==> config.mk <==
export PLATFORM = sky130hd
export DESIGN_NAME = mfsl_top
export DESIGN_NICKNAME = d
export VERILOG_FILES = /design/src/core/mfsl_pkg.sv /design/src/core/mfsl_minute_tick.sv /design/src/core/mfsl_hour_window.sv /design/src/core/mfsl_top.sv
export SDC_FILE = /design/constraint.sdc
export NUM_CORES = 2
export LEC_CHECK = 0
export BUFFER_PORTS_ARGS = -buffer_cell sky130_fd_sc_hd__buf_2
export CAP_MARGIN = 20
export CELL_PAD_IN_SITES_DETAIL_PLACEMENT = 1
export CELL_PAD_IN_SITES_GLOBAL_PLACEMENT = 1
export CORE_MARGIN = 2
export CORE_UTILIZATION = 51
export DETAILED_ROUTE_END_ITERATION = 12
export GPL_TIMING_DRIVEN = 1
export PLACE_DENSITY = 0.89
export SETUP_SLACK_MARGIN = 0.15
export SYNTH_ARGS = -nofsm -noshare
export SYNTH_HDL_FRONTEND = slang
export SYNTH_SLANG_ARGS = --single-unit
==> constraint.sdc <==
create_clock -name CLK_SYS_IN -period 16.8 [get_ports CLK_SYS_IN]
set_clock_uncertainty 0.15 [all_clocks]
set_input_delay 1.68 -clock CLK_SYS_IN [delete_from_list [all_inputs] [get_ports CLK_SYS_IN]]
set_output_delay 1.68 -clock CLK_SYS_IN [all_outputs]
set_load 0.02 [all_outputs]
==> src/core/mfsl_pkg.sv <==
// Shared constants and carrier types of the motor frequent start limiter
package mfsl_pkg;
  // Clock and minute time base
  localparam int     CLK_PERIOD_NS     = 8;
  localparam longint MINUTE_NS         = 64'd60_000_000_000;
  localparam longint MINUTE_CYCLES     = MINUTE_NS / CLK_PERIOD_NS;
  localparam int     HOUR_MIN          = 60;
  localparam int     FORCE_TIMEOUT_MIN = 5;
  // Stopped level is a tenth of nominal
  localparam int     NOMINAL_DIV       = 10;
  // Register byte offsets
  localparam logic [7:0] OFS_CTRL     = 8'h00;
  localparam logic [7:0] OFS_NOMINAL  = 8'h04;
  localparam logic [7:0] OFS_START_TH = 8'h08;
  localparam logic [7:0] OFS_MAXSTART = 8'h0c;
  localparam logic [7:0] OFS_INTERVAL = 8'h10;
  localparam logic [7:0] OFS_STATUS   = 8'h14;
  localparam logic [7:0] OFS_COUNTER  = 8'h18;
  localparam logic [7:0] OFS_SINCE    = 8'h1c;
  localparam logic [7:0] OFS_IRQ_STAT = 8'h20;
  localparam logic [7:0] OFS_IRQ_MASK = 8'h24;
  localparam logic [7:0] OFS_MATRIX   = 8'h28;
  localparam logic [7:0] OFS_FORCEVAL = 8'h2c;
  localparam logic [7:0] OFS_REC_STMP = 8'h30;
  localparam logic [7:0] OFS_REC_INFO = 8'h34;
  localparam logic [7:0] OFS_REC_TOT  = 8'h38;
  // CTRL fields
  localparam int CTRL_ENABLE_BIT = 0;
  localparam int CTRL_FORCE_BIT  = 1;
  // Reset values
  localparam logic [15:0] NOMINAL_RST  = 16'h0100;
  localparam logic [15:0] START_TH_RST = 16'h0200;
  localparam logic [7:0]  MAXSTART_RST = 8'h03;
  localparam logic [7:0]  INTERVAL_RST = 8'h14;
  // Event bit positions in IRQ status and mask
  localparam int EV_ALARM_ON  = 0;
  localparam int EV_ALARM_OFF = 1;
  localparam int EV_INHIBIT   = 2;
  localparam int EV_PERMIT    = 3;
  // AXI responses
  localparam logic [1:0] RESP_OKAY   = 2'b00;
  localparam logic [1:0] RESP_DECERR = 2'b11;
  // Fault type codes of a trip record
  localparam logic [1:0] FT_INTERVAL = 2'h1;
  localparam logic [1:0] FT_HOURLY   = 2'h2;
  // One trip record
  typedef struct packed {
    logic [31:0] stamp_min;  // Uptime minute of the trip
    logic [7:0]  starts_hr;  // Starts in the last hour
    logic [15:0] since_min;  // Minutes since last start
    logic [31:0] total;      // Total motor starts
    logic [1:0]  ftype;      // Fault type
  } mfsl_trip_t;
endpackage : mfsl_pkg

==> src/core/mfsl_minute_tick.sv <==
// Minute time base prescaler
`timescale 1ns/10ps
`default_nettype none
module mfsl_minute_tick
  import mfsl_pkg::*;
#(
  parameter longint TICK_CYCLES = MINUTE_CYCLES
) (
  input  wire logic clk_in,
  input  wire logic reset_n_in,
  output logic      tick_out
);
  // State: cycle counter and tick pulse
  typedef struct packed {
    logic [39:0] cnt;
    logic        tick;
  } mfsl_tick_st_t;

  mfsl_tick_st_t r;       // Registered state
  mfsl_tick_st_t next_r;  // Next state

  // Count cycles, pulse once per minute
  always_comb
  begin
    next_r      = r;
    next_r.tick = 1'b0;
    if (r.cnt >= 40'(TICK_CYCLES - 1))
    begin
      next_r.cnt  = '0;
      next_r.tick = 1'b1;
    end
    else
      next_r.cnt = r.cnt + 40'd1;
  end

  // Register the state
  always_ff @(posedge clk_in)
  begin
    if (!reset_n_in)
      r <= '0;
    else
      r <= next_r;
  end

  assign tick_out = r.tick;
endmodule : mfsl_minute_tick
`default_nettype wire

==> src/core/mfsl_hour_window.sv <==
// Rolling one-hour window of start counts in minute buckets
`timescale 1ns/10ps
`default_nettype none
module mfsl_hour_window
  import mfsl_pkg::*;
#(
  parameter int DEPTH = HOUR_MIN,
  parameter int W     = 8
) (
  input  wire logic         clk_in,
  input  wire logic         reset_n_in,
  input  wire logic         tick_in,
  input  wire logic         start_in,
  output logic [W-1:0]      count_out
);
  // State: buckets, write slot and running sum
  typedef struct packed {
    logic [DEPTH-1:0][W-1:0] bkt;
    logic [7:0]              idx;
    logic [W-1:0]            sum;
  } mfsl_win_st_t;

  mfsl_win_st_t r;       // Registered state
  mfsl_win_st_t next_r;  // Next state

  // Minute tick retires the oldest bucket before the new start lands
  always_comb
  begin
    next_r = r;
    if (tick_in)
    begin
      next_r.idx = (r.idx == 8'(DEPTH - 1)) ? 8'h00 : r.idx + 8'h01;
      next_r.sum = next_r.sum - r.bkt[next_r.idx];
      next_r.bkt[next_r.idx] = '0;
    end
    if (start_in)
    begin
      next_r.bkt[next_r.idx] = next_r.bkt[next_r.idx] + W'(1);
      next_r.sum = next_r.sum + W'(1);
    end
  end

  // Register the state
  always_ff @(posedge clk_in)
  begin
    if (!reset_n_in)
      r <= '0;
    else
      r <= next_r;
  end

  assign count_out = r.sum;
endmodule : mfsl_hour_window
`default_nettype wire

==> src/core/mfsl_top.sv <==
// Motor frequent start limiter with AXI4-Lite registers
//
// Decided for this implementation: the placing of the registers and the AXI4-Lite interface to the registers.
`timescale 1ns/10ps
`default_nettype none
module mfsl_top
  import mfsl_pkg::*;
#(
  parameter int     NCONT       = 4,              // Output contacts
  parameter longint TICK_CYCLES = MINUTE_CYCLES   // Cycles per minute
) (
  input  wire logic             CLK_SYS_IN,
  input  wire logic             RESET_N_IN,
  input  wire logic [15:0]      CURRENT_IN,        // Motor current magnitude
  input  wire logic             PANEL_BUTTON_IN,   // Front panel press, one cycle
  input  wire logic [7:0]       S_AXI_AWADDR_IN,
  input  wire logic             S_AXI_AWVALID_IN,
  output logic                  S_AXI_AWREADY_OUT,
  input  wire logic [31:0]      S_AXI_WDATA_IN,
  input  wire logic [3:0]       S_AXI_WSTRB_IN,
  input  wire logic             S_AXI_WVALID_IN,
  output logic                  S_AXI_WREADY_OUT,
  output logic [1:0]            S_AXI_BRESP_OUT,
  output logic                  S_AXI_BVALID_OUT,
  input  wire logic             S_AXI_BREADY_IN,
  input  wire logic [7:0]       S_AXI_ARADDR_IN,
  input  wire logic             S_AXI_ARVALID_IN,
  output logic                  S_AXI_ARREADY_OUT,
  output logic [31:0]           S_AXI_RDATA_OUT,
  output logic [1:0]            S_AXI_RRESP_OUT,
  output logic                  S_AXI_RVALID_OUT,
  input  wire logic             S_AXI_RREADY_IN,
  output logic                  ALARM_OUT,         // Stage alarm
  output logic                  INHIBIT_OUT,       // Motor start inhibit
  output logic [NCONT-1:0]      CONTACT_OUT,       // Matrix-driven contacts
  output logic                  IRQ_OUT            // Level interrupt
);
  // Whole block state
  typedef struct packed {
    logic              enable;      // Stage enabled
    logic              force_on;    // Test forcing flag
    logic [2:0]        force_left;  // Minutes until force clears
    logic [1:0]        force_val;   // Forced alarm, inhibit
    logic [15:0]       nominal;     // Motor nominal current
    logic [15:0]       start_th;    // stall_stage_start_threshold
    logic [7:0]        max_starts;  // Max starts per hour
    logic [7:0]        interval;    // Min minutes between starts
    logic              armed;       // Seen below tenth nominal
    logic              running;     // Motor considered running
    logic              any_start;   // At least one start seen
    logic [15:0]       since_min;   // time_since_last_start
    logic [31:0]       counter;     // stage_start_counter
    logic [31:0]       uptime_min;  // Minute stamp base
    logic [7:0]        ivl_left;    // Interval inhibit minutes left
    logic [6:0]        hour_left;   // Hourly inhibit minutes left
    logic [6:0]        alarm_left;  // Alarm minutes left
    logic              alarm;       // Stage alarm
    logic              inhibit;     // Stage inhibit
    logic [3:0]        irq_stat;    // Sticky events
    logic [3:0]        irq_mask;    // Event enables
    logic [2*NCONT-1:0] matrix;     // Per contact: inhibit, alarm
    logic [NCONT-1:0]  contact;     // Contact outputs
    mfsl_trip_t        trip_record; // Last trip
    logic              bvalid;      // Write response pending
    logic [1:0]        bresp;       // Write response code
    logic              rvalid;      // Read data pending
    logic [1:0]        rresp;       // Read response code
    logic [31:0]       rdata;       // Read data
  } mfsl_state_t;

  mfsl_state_t r;       // Registered state
  mfsl_state_t next_r;  // Next state

  logic       tick;       // Minute pulse
  logic [7:0] hr_count;   // Starts in last hour
  logic       start_det;  // Start recognised this cycle

  // Address decode shared by reads and writes
  function automatic logic mapped(input logic [7:0] a);
    mapped = (a[1:0] == 2'b00) && (a <= OFS_REC_TOT);
  endfunction : mapped

  // Byte-lane merge of a write
  function automatic logic [31:0] merge(input logic [31:0] old, input logic [31:0] d,
                                        input logic [3:0] s);
    for (int i = 0; i < 4; i++)
      merge[8*i +: 8] = s[i] ? d[8*i +: 8] : old[8*i +: 8];
  endfunction : merge

  // Minute time base
  mfsl_minute_tick #(
    .TICK_CYCLES (TICK_CYCLES)
  ) u_tick (
    .clk_in     (CLK_SYS_IN),
    .reset_n_in (RESET_N_IN),
    .tick_out   (tick)
  );

  // Rolling hour of starts
  mfsl_hour_window #(
    .DEPTH (HOUR_MIN),
    .W     (8)
  ) u_window (
    .clk_in     (CLK_SYS_IN),
    .reset_n_in (RESET_N_IN),
    .tick_in    (tick),
    .start_in   (start_det),
    .count_out  (hr_count)
  );

  // Write address and data are taken together, one write at a time
  logic wr_take;  // Write accepted this cycle
  logic rd_take;  // Read accepted this cycle
  assign wr_take           = S_AXI_AWVALID_IN && S_AXI_WVALID_IN && !r.bvalid;
  assign rd_take           = S_AXI_ARVALID_IN && !r.rvalid;
  assign S_AXI_AWREADY_OUT = wr_take;
  assign S_AXI_WREADY_OUT  = wr_take;
  assign S_AXI_ARREADY_OUT = rd_take;

  // Current level compare against a tenth of nominal
  logic below_tenth;  // Current under 10% of nominal
  assign below_tenth = (20'(CURRENT_IN) * 20'(NOMINAL_DIV)) < 20'(r.nominal);
  // Start only from the armed, stopped state
  assign start_det = r.enable && r.armed && !r.running
                     && (CURRENT_IN > r.start_th);

  // Next state of the whole block
  always_comb
  begin
    logic [7:0]  after_cnt;  // Hour count including this start
    logic [31:0] wv;         // Merged write value
    logic [3:0]  ev;         // Events this cycle
    logic [3:0]  w1c;        // Status bits cleared by write
    logic        was_inh;    // Inhibit before this cycle
    after_cnt = hr_count + 8'h01;
    wv        = '0;
    ev        = '0;
    w1c       = '0;
    was_inh   = r.inhibit;
    next_r    = r;

    // Motor state tracking
    if (!r.enable)
    begin
      next_r.armed   = 1'b0;
      next_r.running = 1'b0;
    end
    else if (start_det)
    begin
      next_r.running = 1'b1;
      next_r.armed   = 1'b0;
    end
    else if (below_tenth)
    begin
      next_r.running = 1'b0;
      next_r.armed   = 1'b1;
    end

    // Minute timers step on the tick; uptime and since count up, the left timers count down
    if (tick)
    begin
      next_r.uptime_min = r.uptime_min + 32'd1;
      if (r.any_start && r.since_min != 16'hffff)
        next_r.since_min = r.since_min + 16'd1;
      if (r.ivl_left != 8'h00)
        next_r.ivl_left = r.ivl_left - 8'h01;
      if (r.hour_left != 7'h00)
        next_r.hour_left = r.hour_left - 7'h01;
      if (r.alarm_left != 7'h00)
        next_r.alarm_left = r.alarm_left - 7'h01;
      else
        next_r.alarm = 1'b0;
      if (r.alarm_left == 7'h01)
        next_r.alarm = 1'b0;
      if (r.force_on)
      begin
        next_r.force_left = r.force_left - 3'h1;
        if (r.force_left <= 3'h1)
          next_r.force_on = 1'b0;
      end
    end

    // A start reloads interval and checks the hourly limit
    if (start_det)
    begin
      next_r.any_start = 1'b1;
      next_r.since_min = 16'h0000;
      next_r.counter   = r.counter + 32'd1;
      next_r.ivl_left  = r.interval;
      if (after_cnt >= r.max_starts)
      begin
        next_r.hour_left  = 7'(HOUR_MIN);
        next_r.alarm      = 1'b0;
        next_r.alarm_left = 7'h00;
      end
      else if (after_cnt == r.max_starts - 8'h01)
      begin
        next_r.alarm      = 1'b1;
        next_r.alarm_left = 7'(HOUR_MIN);
      end
    end
    next_r.inhibit = (next_r.ivl_left != 8'h00) || (next_r.hour_left != 7'h00);

    // A new inhibit is a trip and is recorded
    if (next_r.inhibit && !was_inh)
    begin
      next_r.trip_record.stamp_min = r.uptime_min;
      next_r.trip_record.starts_hr = start_det ? after_cnt : hr_count;
      next_r.trip_record.since_min = next_r.since_min;
      next_r.trip_record.total     = next_r.counter;
      next_r.trip_record.ftype     = (next_r.hour_left != 7'h00) ? FT_HOURLY : FT_INTERVAL;
    end

    // Edge events
    ev[EV_ALARM_ON]  = next_r.alarm && !r.alarm;
    ev[EV_ALARM_OFF] = !next_r.alarm && r.alarm;
    ev[EV_INHIBIT]   = next_r.inhibit && !was_inh;
    ev[EV_PERMIT]    = !next_r.inhibit && was_inh;

    // Panel press restarts the force timeout
    if (PANEL_BUTTON_IN && r.force_on)
      next_r.force_left = 3'(FORCE_TIMEOUT_MIN);

    // Register writes
    if (wr_take)
    begin
      next_r.bvalid = 1'b1;
      next_r.bresp  = mapped(S_AXI_AWADDR_IN) ? RESP_OKAY : RESP_DECERR;
      unique case (S_AXI_AWADDR_IN)
        OFS_CTRL:
        begin
          wv            = merge({30'h0, r.force_on, r.enable}, S_AXI_WDATA_IN, S_AXI_WSTRB_IN);
          next_r.enable = wv[CTRL_ENABLE_BIT];
          if (wv[CTRL_FORCE_BIT] && !r.force_on)
            next_r.force_left = 3'(FORCE_TIMEOUT_MIN);
          next_r.force_on = wv[CTRL_FORCE_BIT];
        end
        OFS_NOMINAL:
        begin
          wv             = merge({16'h0, r.nominal}, S_AXI_WDATA_IN, S_AXI_WSTRB_IN);
          next_r.nominal = wv[15:0];
        end
        OFS_START_TH:
        begin
          wv              = merge({16'h0, r.start_th}, S_AXI_WDATA_IN, S_AXI_WSTRB_IN);
          next_r.start_th = wv[15:0];
        end
        OFS_MAXSTART:
          if (S_AXI_WSTRB_IN[0])
            next_r.max_starts = S_AXI_WDATA_IN[7:0];
        OFS_INTERVAL:
          if (S_AXI_WSTRB_IN[0])
            next_r.interval = S_AXI_WDATA_IN[7:0];
        OFS_IRQ_STAT:
          if (S_AXI_WSTRB_IN[0])
            w1c = S_AXI_WDATA_IN[3:0];
        OFS_IRQ_MASK:
          if (S_AXI_WSTRB_IN[0])
            next_r.irq_mask = S_AXI_WDATA_IN[3:0];
        OFS_MATRIX:
        begin
          wv            = merge(32'(r.matrix), S_AXI_WDATA_IN, S_AXI_WSTRB_IN);
          next_r.matrix = wv[2*NCONT-1:0];
        end
        OFS_FORCEVAL:
          if (S_AXI_WSTRB_IN[0])
            next_r.force_val = S_AXI_WDATA_IN[1:0];
        default:
          next_r.bresp = next_r.bresp;  // Read-only or unmapped
      endcase
    end
    else if (r.bvalid && S_AXI_BREADY_IN)
      next_r.bvalid = 1'b0;

    // Event set wins over a same-cycle clear
    next_r.irq_stat = (r.irq_stat & ~w1c) | ev;

    // Register reads
    if (rd_take)
    begin
      next_r.rvalid = 1'b1;
      next_r.rresp  = mapped(S_AXI_ARADDR_IN) ? RESP_OKAY : RESP_DECERR;
      unique case (S_AXI_ARADDR_IN)
        OFS_CTRL:     next_r.rdata = {30'h0, r.force_on, r.enable};
        OFS_NOMINAL:  next_r.rdata = {16'h0, r.nominal};
        OFS_START_TH: next_r.rdata = {16'h0, r.start_th};
        OFS_MAXSTART: next_r.rdata = {24'h0, r.max_starts};
        OFS_INTERVAL: next_r.rdata = {24'h0, r.interval};
        OFS_STATUS:   next_r.rdata = {16'h0, hr_count, 4'h0, r.running, r.force_on,
                                      r.inhibit, r.alarm};
        OFS_COUNTER:  next_r.rdata = r.counter;
        OFS_SINCE:    next_r.rdata = {16'h0, r.since_min};
        OFS_IRQ_STAT: next_r.rdata = {28'h0, r.irq_stat};
        OFS_IRQ_MASK: next_r.rdata = {28'h0, r.irq_mask};
        OFS_MATRIX:   next_r.rdata = 32'(r.matrix);
        OFS_FORCEVAL: next_r.rdata = {30'h0, r.force_val};
        OFS_REC_STMP: next_r.rdata = r.trip_record.stamp_min;
        OFS_REC_INFO: next_r.rdata = {6'h0, r.trip_record.ftype, r.trip_record.starts_hr,
                                      r.trip_record.since_min};
        OFS_REC_TOT:  next_r.rdata = r.trip_record.total;
        default:      next_r.rdata = 32'h0000_0000;
      endcase
    end
    else if (r.rvalid && S_AXI_RREADY_IN)
      next_r.rvalid = 1'b0;

    // Contacts follow the matrix, forced values override for test
    for (int i = 0; i < NCONT; i++)
      next_r.contact[i] =
        (next_r.matrix[2*i]   && (next_r.force_on ? next_r.force_val[0] : next_r.alarm))
        || (next_r.matrix[2*i+1] && (next_r.force_on ? next_r.force_val[1]
                                                      : next_r.inhibit));
  end

  // Register the state; synchronous active-low reset
  always_ff @(posedge CLK_SYS_IN)
  begin
    if (!RESET_N_IN)
    begin
      r            <= '0;
      r.nominal    <= NOMINAL_RST;
      r.start_th   <= START_TH_RST;
      r.max_starts <= MAXSTART_RST;
      r.interval   <= INTERVAL_RST;
    end
    else
      r <= next_r;
  end

  // Output drive; stage outputs obey the force flag too
  assign ALARM_OUT        = r.force_on ? r.force_val[0] : r.alarm;
  assign INHIBIT_OUT      = r.force_on ? r.force_val[1] : r.inhibit;
  assign CONTACT_OUT      = r.contact;
  assign IRQ_OUT          = |(r.irq_stat & r.irq_mask);
  assign S_AXI_BVALID_OUT = r.bvalid;
  assign S_AXI_BRESP_OUT  = r.bresp;
  assign S_AXI_RVALID_OUT = r.rvalid;
  assign S_AXI_RRESP_OUT  = r.rresp;
  assign S_AXI_RDATA_OUT  = r.rdata;
endmodule : mfsl_top
`default_nettype wire

==> impl_metrics.ini <==
[outcome]
outcome = finished, final reports clean

[logic_synthesis]
syn_inst = 5756
yosysTopAreaCell = dfxtp_1
synth.top_cells.by_area = dfxtp_1, nor2_1, nand2_1
syn_avg_cell_area_um2 = 7.940
ys_types = 102
yosys_warnings = 0
synth_top_area_share_pct = 37.01
syn_area_mm2 = 0.04570
synth_sequential_area_ratio_pct = 37.01
synth_top_flop_cell = dfxtp_1
synthArstFlopShare_pct = 0
synth_edf_count = 0
synth_seq_cells = 845

[timing]
fin_ws_ns = 7.802
setup_viol = 0
rsz0062_at_grt = no
drv_slew = 0
tns_ns = 0
fin_crit_sh_pct = 53.56
worst_pin_slew_ns = 1.356
period_needed_ns = 8.998
max_slew_margin_pct = 9.500
clock.fmax_ghz = 0.1111
hold_viol = 0

[global_route]
grt_pass1_wl_um = 329600
overflow = 0
grt_max_degree = 175
grt_pass1_vias = 51070
grt_usage_pct = 47.54
grt_antenna_before_repair = 21

[die]
io_pins = 124
start_util_pct = 51.56
die_h_um = 303.4
die_area_mm2 = 0.09202
core.rowCount = 109
die_w_um = 303.4
core_area_mm2 = 0.08865

[route]
wl_um = 226800
route.detailed.drc = 0
viasPerCell = 7.543
firstDrtPassIters = 7
ant_nets = 0
vias = 51810
drt_iter0_drc = 8269
wl_per_cell_um = 33.02

[worst_setup_path]
cp.required_ns = 17.20
worstSetupStartpointType = register
crit_arrival_ns = 9.40
endpoint_kind = register
worstPathMaxFanout = 50
critPathKind = register to register

[clock_tree]
cts.htree.levels = 3
root_buffer = clkbuf_16
numCtsBuffers = 94
cts_setup_buffers = 0
ctsHoldBuffers = 0
clk_pin_slew_ns = 0.06
clock_sinks = 845
clockBufferDepth = 3
post_cts_resized = 0
cts_tree = done
insertion_delay_ns = 0.72

[power]
power_mw = 5.421
ir_drop_mv = 0.1313
p_leak_nw = 17.30
power_density_mw_per_mm2 = 108.1

[worst_hold_path]
worstHoldPathType = register to register

[layout]
fill_cells = 10660
multi_input_area_mm2 = 0.02653
nets = 5793
seqCellArea_mm2 = 0.01692
drive_gt1_share_pct = 10.21
final_cell_area_mm2 = 0.05016
area_growth_pct = 9.763

[placed_design]
gp_congestion = 1.116
dpl_cell_area_mm2 = 0.04680
dp_hpwl_um = 145200
portBuffers = 105
dp_worst_setup_slack_ns = 8.804

[run]
cap_violations = 0
-- power breakdown --
group / internal [mW] / switching [mW]
clock network: 1.25 / 0.920
logic: 0.311 / 0.834
registers: 2.04 / 0.0618
-- critical path, stage by stage (launching register included) --
cell	delay, ns
dfxtp_4	0.96
ha_2	0.34
buf_4	0.47
buf_4	0.69
nor3b_1	0.20
nand2_1	0.76
nand2_1	0.59
buf_4	0.46
o211a_1	0.20
a2111oi_0	0.46
a31oi_1	0.37
nor3_1	0.51
nand4_1	0.34
a21oi_4	0.90
buf_4	0.57
or2_2	0.59
o21ai_0	0.20
-- routing by layer --
layer | wire length (um) | GRT usage, % | vias up
li1 | - | - | 21070
met1 | 79100 | 54.30 | 25080
met2 | 96030 | 71.47 | 4125
met3 | 30970 | 19.37 | 1504
met4 | 20400 | 35.10 | 28
met5 | 283 | 0.5694 | -
-- area by class of cell --
class,count,share of cell area (%)
Antenna cell,13,0.06485
Clock buffer,133,5.562
Inverter,89,0.6809
Clock inverter,30,0.7732
Tap cell,1165,2.906
Multi-Input combinational cell,4341,52.88
Timing Repair Buffer,252,3.405
Sequential cell,845,33.73
-- synth_stat cells (26+ instances only) --
master,count
a31oi_1,149
buf_1,29
nand2b_1,26
a221oi_1,56
a22oi_1,98
nor3_1,70
a32oi_1,48
nand2_1,624
o31ai_1,130
nand4_1,242
o31a_1,39
xor2_1,83
mux2_2,40
and3_1,76
nand3_1,271
or3_1,47
o22ai_1,131
a21oi_1,440
buf_2,64
a211oi_1,125
nor2_1,686
o31ai_2,46
nor4_1,37
xnor2_1,86
clkbuf_1,329
ha_1,92
dfxtp_1,845
inv_1,88
buf_4,56
o21ai_0,195
mux2i_1,105
-- metrics by stage --
stage | util, % | std cells | hold slack (ns)
final | 56.59 | 6868 | 0.3092
after detailed placement | 52.79 | 6679 | 0.2974
after global routing | 56.55 | 6855 | 0.3292
after floorplan | - | 5762 | 0.2836
after global placement | 52.78 | 6678 | 0.2907
after CTS | 56.38 | 6842 | 0.3090
-- registers in the layout (all words and copies together) (netlist names), 4 cells and up --
| register | count |
|---|---|
| S_AXI_RDATA_OUT | 32 |
| u_window.count_out | 8 |
| u_tick.r | 40 |
| r | 268 |
| CONTACT_OUT | 4 |
| u_window.r | 488 |
-- kinds of logic after synthesis --
group,share of synthesized area (%)
simple gates,22.24
compound gates,26.03
other cells,0.008205
buf+inv,5.514
xor+xnor,3.310
flops,37.01
fa+ha+maj,2.606
mux,3.285
-- path summary, 6_finish.rpt --
| check | to | start | slack (ns) | depth (start not counted) |
|---|---|---|---|---|
| setup / recovery | u_window.r[131]$_SDFF_PN0_ | u_window.r[8]$_SDFF_PN0_ | 7.80 | 16 |
| hold / removal | r[115]$_SDFFE_PN0P_ | r[115]$_SDFFE_PN0P_ | 0.31 | 2 |
| setup reg to reg | u_window.r[131]$_SDFF_PN0_ | u_window.r[8]$_SDFF_PN0_ | 7.80 | 16 |
| hold reg to reg | r[115]$_SDFFE_PN0P_ | r[115]$_SDFFE_PN0P_ | 0.31 | 2 |
-- cells in the final DEF, fill, tap and decap left out, types with 130 or more instances in the layout --
cell / count
a21oi_1: 434
buf_4: 137
a31oi_1: 149
nand4_1: 242
o21ai_0: 193
o22ai_1: 131
nand3_1: 268
dfxtp_1: 843
nor2_1: 674
nand2_1: 621
o31ai_1: 130
Power figures use the tool's default switching activity.
